## src/pkg/cabo_pkg.sv

```systemverilog
// Package for the core add and bit-operation execution block
package cabo_pkg;
  // Instruction word layout (14-bit)
  localparam int INSN_W = 14;
  localparam int ADDR_W = 7;
  localparam int FILE_DEPTH = 128;
  localparam int DEST_POS = 7;
  localparam int BIT_LO = 7;
  localparam int DIGIT_POS = 4;
  // Status bit positions inside the status word
  localparam int ST_C = 0;
  localparam int ST_DC = 1;
  localparam int ST_Z = 2;
  // Reset values
  localparam logic [7:0] WORK_RST = 8'h00;
  localparam logic [7:0] FILE_RST = 8'h00;
  localparam logic [2:0] STATUS_RST = 3'h0;
  // Opcode patterns (top six bits for byte ops, top five for add literal, top four for bit ops)
  localparam logic [5:0] OP_ADD_FILE = 6'h07;
  localparam logic [5:0] OP_AND_FILE = 6'h05;
  localparam logic [3:0] OP_BIT_CLR = 4'h4;
  localparam logic [3:0] OP_BIT_SET = 4'h5;
  localparam logic [3:0] OP_TEST_ZERO = 4'h6;
  localparam logic [3:0] OP_TEST_ONE = 4'h7;
  localparam logic [4:0] OP_ADD_LIT = 5'h1f;
  localparam logic [5:0] OP_AND_LIT = 6'h39;

  // Decoded operation
  typedef enum logic [3:0] {
    CABO_NONE = 4'b0000,
    CABO_ADD_LIT_OP = 4'b0001,
    CABO_ADD_FILE_OP = 4'b0010,
    CABO_AND_LIT_OP = 4'b0011,
    CABO_AND_FILE_OP = 4'b0100,
    CABO_CLR_OP = 4'b0101,
    CABO_SET_OP = 4'b0110,
    CABO_TSZ_OP = 4'b0111,
    CABO_TSO_OP = 4'b1000
  } cabo_op_t;

  // Status flags carried together
  typedef struct packed {
    logic z;
    logic digit_carry_flag;
    logic c;
  } cabo_status_t;

  // Issued instruction
  typedef struct packed {
    logic valid;
    logic [INSN_W-1:0] word;
  } cabo_insn_t;
endpackage

```

## src/cabo_core.sv

```systemverilog
// Execution unit for add, AND, bit clear/set and bit-test-skip instructions
//
// Local design decisions: the address-and-strobe port and the address map.
`timescale 1ns/1ps
// Function
// - Add literal to work, all three flags
// - Add work and file, all three flags
// - Destination bit: 0 work, 1 file
// - AND literal into work, zero flag only
// - AND work with file, zero flag only
// - Clear selected file bit, flags unchanged
// - Set selected file bit, flags unchanged
// - Skip-if-zero discards next when bit 0
// - Skip-if-one discards next when bit 1
// - Discarded slot runs as no-operation, one cycle
module cabo_core (
  // Clock and reset
  input wire logic mclk,
  input wire logic rst,
  // Instruction issue
  input wire cabo_pkg::cabo_insn_t insn,
  // Software view of the file registers
  input wire logic [6:0] sw_addr,
  input wire logic [7:0] sw_wdata,
  input wire logic sw_wr,
  input wire logic sw_rd,
  output logic [7:0] sw_rdata,
  // Core state
  output logic [7:0] work_out,
  output cabo_pkg::cabo_status_t status_out,
  output logic skip_out,
  output logic exec_out
);

  ////////////////////////////////////////////////////////////////////////////
  // Decoding helpers

  // Classify an instruction word
  function automatic cabo_pkg::cabo_op_t decode(input logic [13:0] w);
    cabo_pkg::cabo_op_t op;
    op = cabo_pkg::CABO_NONE;
    if (w[13:9] == cabo_pkg::OP_ADD_LIT) begin
      op = cabo_pkg::CABO_ADD_LIT_OP;
    end else if (w[13:8] == cabo_pkg::OP_AND_LIT) begin
      op = cabo_pkg::CABO_AND_LIT_OP;
    end else if (w[13:8] == cabo_pkg::OP_ADD_FILE) begin
      op = cabo_pkg::CABO_ADD_FILE_OP;
    end else if (w[13:8] == cabo_pkg::OP_AND_FILE) begin
      op = cabo_pkg::CABO_AND_FILE_OP;
    end else if (w[13:10] == cabo_pkg::OP_BIT_CLR) begin
      op = cabo_pkg::CABO_CLR_OP;
    end else if (w[13:10] == cabo_pkg::OP_BIT_SET) begin
      op = cabo_pkg::CABO_SET_OP;
    end else if (w[13:10] == cabo_pkg::OP_TEST_ZERO) begin
      op = cabo_pkg::CABO_TSZ_OP;
    end else if (w[13:10] == cabo_pkg::OP_TEST_ONE) begin
      op = cabo_pkg::CABO_TSO_OP;
    end
    return op;
  endfunction

  // Add two bytes; returns {carry, digit carry, sum}
  function automatic logic [9:0] add8(input logic [7:0] a, input logic [7:0] b);
    logic [8:0] full;
    logic [4:0] low;
    full = {1'b0, a} + {1'b0, b};
    low = {1'b0, a[3:0]} + {1'b0, b[3:0]};
    return {full[8], low[cabo_pkg::DIGIT_POS], full[7:0]};
  endfunction

  ////////////////////////////////////////////////////////////////////////////
  // State

  logic [7:0] file_reg [cabo_pkg::FILE_DEPTH];
  logic [7:0] work_reg;
  cabo_pkg::cabo_status_t status_reg;
  logic skip_reg;
  logic [7:0] rdata_reg;

  ////////////////////////////////////////////////////////////////////////////
  // Combinational execution

  cabo_pkg::cabo_op_t op;
  logic live;
  logic [6:0] faddr;
  logic [2:0] bsel;
  logic dest_file;
  logic [7:0] lit;
  logic [7:0] fval;
  logic [9:0] sum_lit;
  logic [9:0] sum_file;
  logic [7:0] result;
  logic [7:0] work_next;
  cabo_pkg::cabo_status_t status_next;
  logic file_we;
  logic [7:0] file_next;
  logic skip_next;

  // A skipped slot is forced to no-operation whatever was issued
  assign live = insn.valid && !skip_reg;
  assign op = live ? decode(insn.word) : cabo_pkg::CABO_NONE;
  assign faddr = insn.word[cabo_pkg::ADDR_W-1:0];
  assign bsel = insn.word[cabo_pkg::BIT_LO+2:cabo_pkg::BIT_LO];
  assign dest_file = insn.word[cabo_pkg::DEST_POS];
  assign lit = insn.word[7:0];
  assign fval = file_reg[faddr];
  assign sum_lit = add8(work_reg, lit);
  assign sum_file = add8(work_reg, fval);

  // Result, destination and flag selection per operation
  always_comb begin
    result = 8'h00;
    work_next = work_reg;
    status_next = status_reg;
    file_we = 1'b0;
    file_next = fval;
    skip_next = 1'b0;
    unique case (op)
      cabo_pkg::CABO_ADD_LIT_OP: begin
        result = sum_lit[7:0];
        work_next = result;
        status_next.c = sum_lit[9];
        status_next.digit_carry_flag = sum_lit[8];
        status_next.z = (result == 8'h00);
      end
      cabo_pkg::CABO_ADD_FILE_OP: begin
        result = sum_file[7:0];
        status_next.c = sum_file[9];
        status_next.digit_carry_flag = sum_file[8];
        status_next.z = (result == 8'h00);
        if (dest_file) begin
          file_we = 1'b1;
          file_next = result;
        end else begin
          work_next = result;
        end
      end
      cabo_pkg::CABO_AND_LIT_OP: begin
        result = work_reg & lit;
        work_next = result;
        status_next.z = (result == 8'h00);
      end
      cabo_pkg::CABO_AND_FILE_OP: begin
        result = work_reg & fval;
        status_next.z = (result == 8'h00);
        if (dest_file) begin
          file_we = 1'b1;
          file_next = result;
        end else begin
          work_next = result;
        end
      end
      cabo_pkg::CABO_CLR_OP: begin
        file_we = 1'b1;
        file_next = fval & ~(8'h01 << bsel);
      end
      cabo_pkg::CABO_SET_OP: begin
        file_we = 1'b1;
        file_next = fval | (8'h01 << bsel);
      end
      cabo_pkg::CABO_TSZ_OP: begin
        skip_next = !fval[bsel];
      end
      cabo_pkg::CABO_TSO_OP: begin
        skip_next = fval[bsel];
      end
      cabo_pkg::CABO_NONE: begin
        skip_next = 1'b0;
      end
    endcase
  end

  ////////////////////////////////////////////////////////////////////////////
  // Registers

  // Working register
  always_ff @(posedge mclk) begin
    if (rst) begin
      work_reg <= cabo_pkg::WORK_RST;
    end else begin
      work_reg <= work_next;
    end
  end

  // Status flags; bit ops and tests leave them alone
  always_ff @(posedge mclk) begin
    if (rst) begin
      status_reg <= cabo_pkg::STATUS_RST;
    end else begin
      status_reg <= status_next;
    end
  end

  // Skip marker: holds through idle cycles until the next issued instruction, which is spent as a no-operation
  always_ff @(posedge mclk) begin
    if (rst) begin
      skip_reg <= 1'b0;
    end else if (skip_reg) begin
      skip_reg <= !insn.valid;
    end else begin
      skip_reg <= skip_next;
    end
  end

  // File registers; instruction writes win over a software write to the same cell
  always_ff @(posedge mclk) begin
    if (rst) begin
      for (int i = 0; i < cabo_pkg::FILE_DEPTH; i++) begin
        file_reg[i] <= cabo_pkg::FILE_RST;
      end
    end else begin
      if (sw_wr) begin
        file_reg[sw_addr] <= sw_wdata;
      end
      if (file_we) begin
        file_reg[faddr] <= file_next;
      end
    end
  end

  // Software read data, one cycle after the strobe
  always_ff @(posedge mclk) begin
    if (rst) begin
      rdata_reg <= 8'h00;
    end else if (sw_rd) begin
      rdata_reg <= file_reg[sw_addr];
    end
  end

  // Outputs come straight from flip-flops; exec_out alone is combinational
  assign sw_rdata = rdata_reg;
  assign work_out = work_reg;
  assign status_out = status_reg;
  assign skip_out = skip_reg;
  assign exec_out = live;

  ////////////////////////////////////////////////////////////////////////////
  // Assertions
  // Each check looks one edge after the instruction is taken; file-cell checks
  // leave out cycles with a software write so the expected cell value stays simple

  a_add_lit_result: assert property (@(posedge mclk) disable iff (rst)
    op == cabo_pkg::CABO_ADD_LIT_OP |=> work_reg == 8'($past(work_reg) + $past(lit)))
    else $error("add literal result wrong");

  a_add_work_dest: assert property (@(posedge mclk) disable iff (rst)
    (op == cabo_pkg::CABO_ADD_FILE_OP && !dest_file) |=> work_reg == $past(sum_file[7:0]))
    else $error("add file to work wrong");

  a_add_file_dest: assert property (@(posedge mclk) disable iff (rst)
    (op == cabo_pkg::CABO_ADD_FILE_OP && dest_file && !sw_wr) |=>
      file_reg[$past(faddr)] == 8'($past(work_reg) + $past(fval)) && work_reg == $past(work_reg))
    else $error("add file destination wrong");

  a_and_lit_flags: assert property (@(posedge mclk) disable iff (rst)
    op == cabo_pkg::CABO_AND_LIT_OP |=> status_reg.c == $past(status_reg.c)
      && status_reg.digit_carry_flag == $past(status_reg.digit_carry_flag))
    else $error("and literal touched carry");

  a_and_file_zero: assert property (@(posedge mclk) disable iff (rst)
    op == cabo_pkg::CABO_AND_FILE_OP |=> status_reg.z == (($past(work_reg) & $past(fval)) == 8'h00))
    else $error("and file zero flag wrong");

  a_bitop_flags: assert property (@(posedge mclk) disable iff (rst)
    (op == cabo_pkg::CABO_CLR_OP || op == cabo_pkg::CABO_SET_OP) |=> $stable(status_reg))
    else $error("bit op changed flags");

  a_clear_bit: assert property (@(posedge mclk) disable iff (rst)
    (op == cabo_pkg::CABO_CLR_OP && !sw_wr) |=> !file_reg[$past(faddr)][$past(bsel)])
    else $error("bit clear failed");

  a_set_bit: assert property (@(posedge mclk) disable iff (rst)
    (op == cabo_pkg::CABO_SET_OP && !sw_wr) |=> file_reg[$past(faddr)][$past(bsel)])
    else $error("bit set failed");

  a_tsz_skip: assert property (@(posedge mclk) disable iff (rst)
    op == cabo_pkg::CABO_TSZ_OP |=> skip_reg == !$past(fval[bsel]))
    else $error("skip if zero wrong");

  a_tso_skip: assert property (@(posedge mclk) disable iff (rst)
    op == cabo_pkg::CABO_TSO_OP |=> skip_reg == $past(fval[bsel]))
    else $error("skip if one wrong");

  a_skip_nop: assert property (@(posedge mclk) disable iff (rst)
    (skip_reg && insn.valid) |=> $stable(work_reg) && $stable(status_reg) && !skip_reg)
    else $error("skipped slot not a no-operation");

  a_add_carry: assert property (@(posedge mclk) disable iff (rst)
    op == cabo_pkg::CABO_ADD_LIT_OP |=> status_reg.c == (9'($past(work_reg)) + 9'($past(lit)) > 9'h0ff)
      && status_reg.z == (work_reg == 8'h00))
    else $error("add carry or zero wrong");

  // Digit carry, AND results, neighbour bits, quiet tests and held skip: a wrong mask or nibble tap would slip past the checks above

  a_add_digit: assert property (@(posedge mclk) disable iff (rst)
    op == cabo_pkg::CABO_ADD_FILE_OP |=> status_reg.digit_carry_flag ==
      (({1'b0, $past(work_reg[3:0])} + {1'b0, $past(fval[3:0])}) > 5'h0f))
    else $error("add file digit carry wrong");

  a_lit_digit: assert property (@(posedge mclk) disable iff (rst)
    op == cabo_pkg::CABO_ADD_LIT_OP |=> status_reg.digit_carry_flag ==
      (({1'b0, $past(work_reg[3:0])} + {1'b0, $past(lit[3:0])}) > 5'h0f))
    else $error("add literal digit carry wrong");

  a_and_lit_result: assert property (@(posedge mclk) disable iff (rst)
    op == cabo_pkg::CABO_AND_LIT_OP |=> work_reg == ($past(work_reg) & $past(lit)))
    else $error("and literal result wrong");

  a_and_work_dest: assert property (@(posedge mclk) disable iff (rst)
    (op == cabo_pkg::CABO_AND_FILE_OP && !dest_file) |=> work_reg == ($past(work_reg) & $past(fval)))
    else $error("and file to work wrong");

  a_and_file_dest: assert property (@(posedge mclk) disable iff (rst)
    (op == cabo_pkg::CABO_AND_FILE_OP && dest_file && !sw_wr) |=>
      file_reg[$past(faddr)] == ($past(work_reg) & $past(fval)) && $stable(work_reg))
    else $error("and file destination wrong");

  a_and_file_flags: assert property (@(posedge mclk) disable iff (rst)
    op == cabo_pkg::CABO_AND_FILE_OP |=> status_reg.c == $past(status_reg.c)
      && status_reg.digit_carry_flag == $past(status_reg.digit_carry_flag))
    else $error("and file touched carry");

  a_and_zero: assert property (@(posedge mclk) disable iff (rst)
    op == cabo_pkg::CABO_AND_LIT_OP |=> status_reg.z == (work_reg == 8'h00))
    else $error("and literal zero flag wrong");

  a_file_zero: assert property (@(posedge mclk) disable iff (rst)
    (op == cabo_pkg::CABO_ADD_FILE_OP && !dest_file) |=> status_reg.z == (work_reg == 8'h00))
    else $error("add file zero flag wrong");

  a_clear_keep: assert property (@(posedge mclk) disable iff (rst)
    (op == cabo_pkg::CABO_CLR_OP && !sw_wr) |=>
      (file_reg[$past(faddr)] | (8'h01 << $past(bsel))) == ($past(fval) | (8'h01 << $past(bsel))))
    else $error("bit clear touched neighbours");

  a_set_keep: assert property (@(posedge mclk) disable iff (rst)
    (op == cabo_pkg::CABO_SET_OP && !sw_wr) |=>
      (file_reg[$past(faddr)] & ~(8'h01 << $past(bsel))) == ($past(fval) & ~(8'h01 << $past(bsel))))
    else $error("bit set touched neighbours");

  a_tsz_quiet: assert property (@(posedge mclk) disable iff (rst)
    op == cabo_pkg::CABO_TSZ_OP |=> $stable(status_reg) && $stable(work_reg))
    else $error("skip if zero changed state");

  a_tso_quiet: assert property (@(posedge mclk) disable iff (rst)
    op == cabo_pkg::CABO_TSO_OP |=> $stable(status_reg) && $stable(work_reg))
    else $error("skip if one changed state");

  a_skip_wait: assert property (@(posedge mclk) disable iff (rst)
    (skip_reg && !insn.valid) |=> skip_reg)
    else $error("pending discard lost in idle slot");
endmodule

```

## config.mk

```make
export PLATFORM = sky130hd
export DESIGN_NAME = cabo_core
export DESIGN_NICKNAME = d
export VERILOG_FILES = /design/src/pkg/cabo_pkg.sv /design/src/cabo_core.sv
export SDC_FILE = /design/constraint.sdc
export NUM_CORES = 2
export LEC_CHECK = 0
export ABC_CLOCK_PERIOD_IN_PS = 5800
export CAP_MARGIN = 40
export CORE_UTILIZATION = 35
export CTS_CLUSTER_SIZE = 12
export DETAILED_ROUTE_END_ITERATION = 6
export DONT_BUFFER_PORTS = 1
export PLACE_DENSITY = 0.54
export SLEW_MARGIN = 20
export SYNTH_ARGS = -nofsm -noshare
export SYNTH_HDL_FRONTEND = slang
export SYNTH_SLANG_ARGS = --single-unit
```

## constraint.sdc

```tcl
create_clock -name mclk -period 5.8 [get_ports mclk]
set_input_delay 0.29 -clock mclk [delete_from_list [all_inputs] [get_ports mclk]]
set_output_delay 0.29 -clock mclk [all_outputs]
set_load 0.01 [all_outputs]
```

==> impl_metrics.ini <==
[floorplanning]
initial_utilization_pct = 35.37
die_height_um = 424.6
core_area_sq_mm = 0.1767
die_w_um = 424.6
floorplan.die_area_sq_mm = 0.1802
num_rows = 154
floorplan.io_pins = 55

[power]
total_power_mw = 18.88
peakVddDrop_v = 0.0002329
power.share.clock_pct = 38.5
static-leakage-power_nw = 22.66
switching_power_mw = 5.594
internal-power_mw = 13.28
switching_share_pct = 29.64
comb_power_share_pct = 15.1
cellPowerDensity_mw_per_mm2 = 267.9
power.sequential.fraction_pct = 46.4

[clock_tree]
register_clock_pin_slew_on_the_reported_worst_setup_and_hold_paths_ns = 0.06
clk_path_buf_depth = 3
hold_buffers = 30
htreeDepth = 3
cts_post_setup_buffers_inserted = 0
cts_resized = 0
tritoncts.num_buffers = 116
root_buffer = sky130_fd_sc_hd__clkbuf_16
clkLatencyLatePin_ns = 0.81
cts_tree = yes
cts.sinks = 1044

[critical_path]
regToRegSetupSlack_ns = 0.07
reg2reg_to = file_reg[98][4]
regToRegStartpoint = file_reg[111][1]
arrival_ns = 6.60
startpoint_kind_of_the_worst_setup_timing_path = input pin
number_of_cells_on_the_worst_reg_to_reg_path = 17
endpoint_kind = register
critical_path_class = in2reg
path_max_fanout = 275
crit_required_ns = 6.28

[timing]
final-hold-violation-count = 0
slew-limit-headroom_pct = -14.14
final_period_minus_worst_setup_slack_ns = 6.120
post-route-worst-setup-slack_ns = -0.3197
worstMarginPinSlew_ns = 1.712
rsz_0062_raised_after_global_routing = false
finalMaxSlewViolations = 73
final-setup-viol-count = 458
fin_crit_sh_pct = 105.5
setup_total_negative_slack_ns = -65.54
max_freq_ghz = 0.1634
worst_clock_skew_ns = 0.05310

[detailed_routing]
post_drt_wl_per_cell_um = 38.08
initialDrtViolationCount = 11570
drt_first_pass_iters = 7
avgViaCountPerCell = 7.065
drtAntennaViolNets = 0
post-route-drc-count = 2
routed_wirelength_mm = 327.4
total_via_count_after_detailed_routing = 60750

[synthesis]
postSynth.topFlopCell = sky130_fd_sc_hd__edfxtp_1
syn_avg_cell_area_sq_um = 9.975
yosys_warnings = 0
postSynthNetCount = 6321
top_cells_by_count_synth = 1,085 x sky130_fd_sc_hd__o21ai_0, 1,060 x sky130_fd_sc_hd__nand3_1, 1,024 x sky130_fd_sc_hd__edfxtp_1
syn_inst = 6265
synth.area.top_cells = sky130_fd_sc_hd__edfxtp_1 49%, sky130_fd_sc_hd__o21ai_0 8.7%, sky130_fd_sc_hd__nand3_1 8.5%
synth.top_cell.area_share_pct = 49.21
synth_mux_area_share_pct = 6.992
synthSimpleGateAreaFrac_pct = 15.38
number_of_flops_mapped_to_enable_cells_by_yosys = 1024
synth.most_common_cell = sky130_fd_sc_hd__o21ai_0
post_synth_xor_area_fraction_pct = 0.1402
synth.cell_area_sq_mm = 0.06249
dominant_combinational_cell_family_by_area_after_synthesis = compound AO/OA/AOI/OAI gates
ys_seq_area_share_pct = 49.85
yosysUniqueCellTypes = 91
synth-adder-area-share_pct = 0.4645
post_synth_top_area_cell = sky130_fd_sc_hd__edfxtp_1
area_fraction_in_compound_gates_after_synthesis_pct = 22.00
synth_async_sr_flop_share_pct = 0
synth-seq-cells = 1044

[worst_hold_path]
worst_hold_path_type = in2reg
min_delay_path_depth = 5
timing.hold.worst.start = insn[0]
min_to = status_out[2]

[finish]
post_layout_nonfiller_instances = 8598
finish.net_count = 6208
fin_area_sq_mm = 0.07047
finish.utilization_pct = 39.88
largest_reg_flops = 1024
post_route_cells_drive_above_1_share_pct = 13.44
area.growth.synth_to_final_pct = 12.77
num-fill-cells = 17030

[global_route]
gr_met3_demand_resource_pct = 12.74
grt.overflow.total = 0
first_global_vias = 54410
grt_busiest_layer = met2
grt_max_degree = 276
grt.met2_usage_pct = 49.85
grt_first_pass_wirelength_mm = 449.5
antenna_found_initial = 21
groute.usage.overall_pct = 35.14
gr-usage-met1_pct = 44.88

[place]
post_dp_cell_area_sq_mm = 0.06642
post_detail_place_hpwl_mm = 206.7
finalWeightedCongestion = 1.031
port_buffers = 0
dpl.cell_count = 8336

[run]
maxCapViolations = 0

[outcome]
status = finished, violations left
failed_checks = DRC, slew limit, setup timing
==> cells by family after synthesis <==
family,count (synthesis)
AND/OR/NAND/NOR,2001
multiplexers,311
adder cells (fa/ha/maj),22
buffers and inverters,713
XOR/XNOR,10
AO/OA/AOI/OAI,2164
flip-flops,1044
==> worst max-delay path, cell delays in order <==
cell and delay (ns):
sky130_fd_sc_hd__nor2_4 0.87, sky130_fd_sc_hd__buf_12 0.38, sky130_fd_sc_hd__a22oi_1 0.15, sky130_fd_sc_hd__o22ai_1 0.65, sky130_fd_sc_hd__a22o_1 0.39, sky130_fd_sc_hd__nor4_1 0.17
sky130_fd_sc_hd__o211ai_1 0.28, sky130_fd_sc_hd__ha_1 0.31, sky130_fd_sc_hd__a21o_1 0.15, sky130_fd_sc_hd__a21oi_1 0.19, sky130_fd_sc_hd__o21bai_1 0.12, sky130_fd_sc_hd__a2111oi_0 0.44
sky130_fd_sc_hd__buf_4 0.19, sky130_fd_sc_hd__o31a_1 0.15, sky130_fd_sc_hd__o31ai_1 0.10, sky130_fd_sc_hd__a31o_2 0.26, sky130_fd_sc_hd__a21oi_4 0.20, sky130_fd_sc_hd__buf_4 0.20
sky130_fd_sc_hd__buf_12 0.19, sky130_fd_sc_hd__o21ai_0 0.10
==> worst max-delay path by stage <==
stage / start / to / slack (ns) / cells past startpoint
after global routing: file_reg[91][1] / file_reg[120][4] / 0.16 / 19
after global placement: insn[2] / file_reg[40][7] / 0.05 / 21
after CTS: file_reg[111][1] / file_reg[58][7] / 0.33 / 18
after floorplan: insn[0] / file_reg[73][7] / 1.04 / 21
after detailed placement: insn[4] / file_reg[39][7] / 0.06 / 20
final: insn[2] / file_reg[101][7] / -0.32 / 20
==> area by class of cell <==
type | count | area, sq um | area share (%)
Antenna cell | 16 | 40.04 | 0.05682
Clock buffer | 146 | 3058 | 4.339
Clock inverter | 62 | 442.9 | 0.6285
Inverter | 19 | 71.32 | 0.1012
Multi-Input combinational cell | 4508 | 28350 | 40.23
Sequential cell | 1044 | 31150 | 44.20
Tap cell | 2340 | 2928 | 4.155
Timing Repair Buffer | 463 | 4429 | 6.285
==> metrics by stage <==
stage / hold WS, ns / worst slack [ns]
2_1_floorplan: 0.4898 / 1.044
4_1_cts: 0.001339 / 0.3332
5_1_grt: 0.04064 / 0.1639
3_5_place_dp: 0.3899 / 0.06001
6_report: 0.02302 / -0.3197
3_3_place_gp: 0.3834 / 0.04672
==> routing by layer <==
metal / routed length [um] / up-vias
met3: 50640 / 1219
met2: 133900 / 5533
met5: 171 / -
met1: 117200 / 29550
met4: 25510 / 26
li1: - / 24410
==> cell usage in the layout (no fill, tap or decap), types with 52 or more instances in the layout <==
cell type                   netlist  layout
sky130_fd_sc_hd__nand2_1        382     382
sky130_fd_sc_hd__a41oi_1         63      61
sky130_fd_sc_hd__clkbuf_16        0     118
sky130_fd_sc_hd__buf_12           1      59
sky130_fd_sc_hd__mux2_2          93      93
sky130_fd_sc_hd__a22oi_1        507     507
sky130_fd_sc_hd__buf_4           41     357
sky130_fd_sc_hd__nand4_1         58      58
sky130_fd_sc_hd__o21ai_0       1085    1085
sky130_fd_sc_hd__nor2_1         336     333
sky130_fd_sc_hd__a221oi_1       113     113
sky130_fd_sc_hd__a22o_1          52      52
sky130_fd_sc_hd__edfxtp_1      1024    1024
sky130_fd_sc_hd__mux2i_1        126     126
sky130_fd_sc_hd__nand3_1       1060    1060
sky130_fd_sc_hd__mux4_2          91      91
sky130_fd_sc_hd__a21oi_1         95      89
==> power groups by stage <==
stage | clock (mW) | sequential, mW | combinational [mW]
global placement | 0 | 8.89 | 2.45
global route | 7.48 | 8.77 | 2.83
floorplan | 0 | 8.78 | 1.43
detailed placement | 0 | 8.89 | 2.46
finish | 7.28 | 8.75 | 2.85
CTS | 7.23 | 8.74 | 2.67
(Power assumes the default switching activity.)
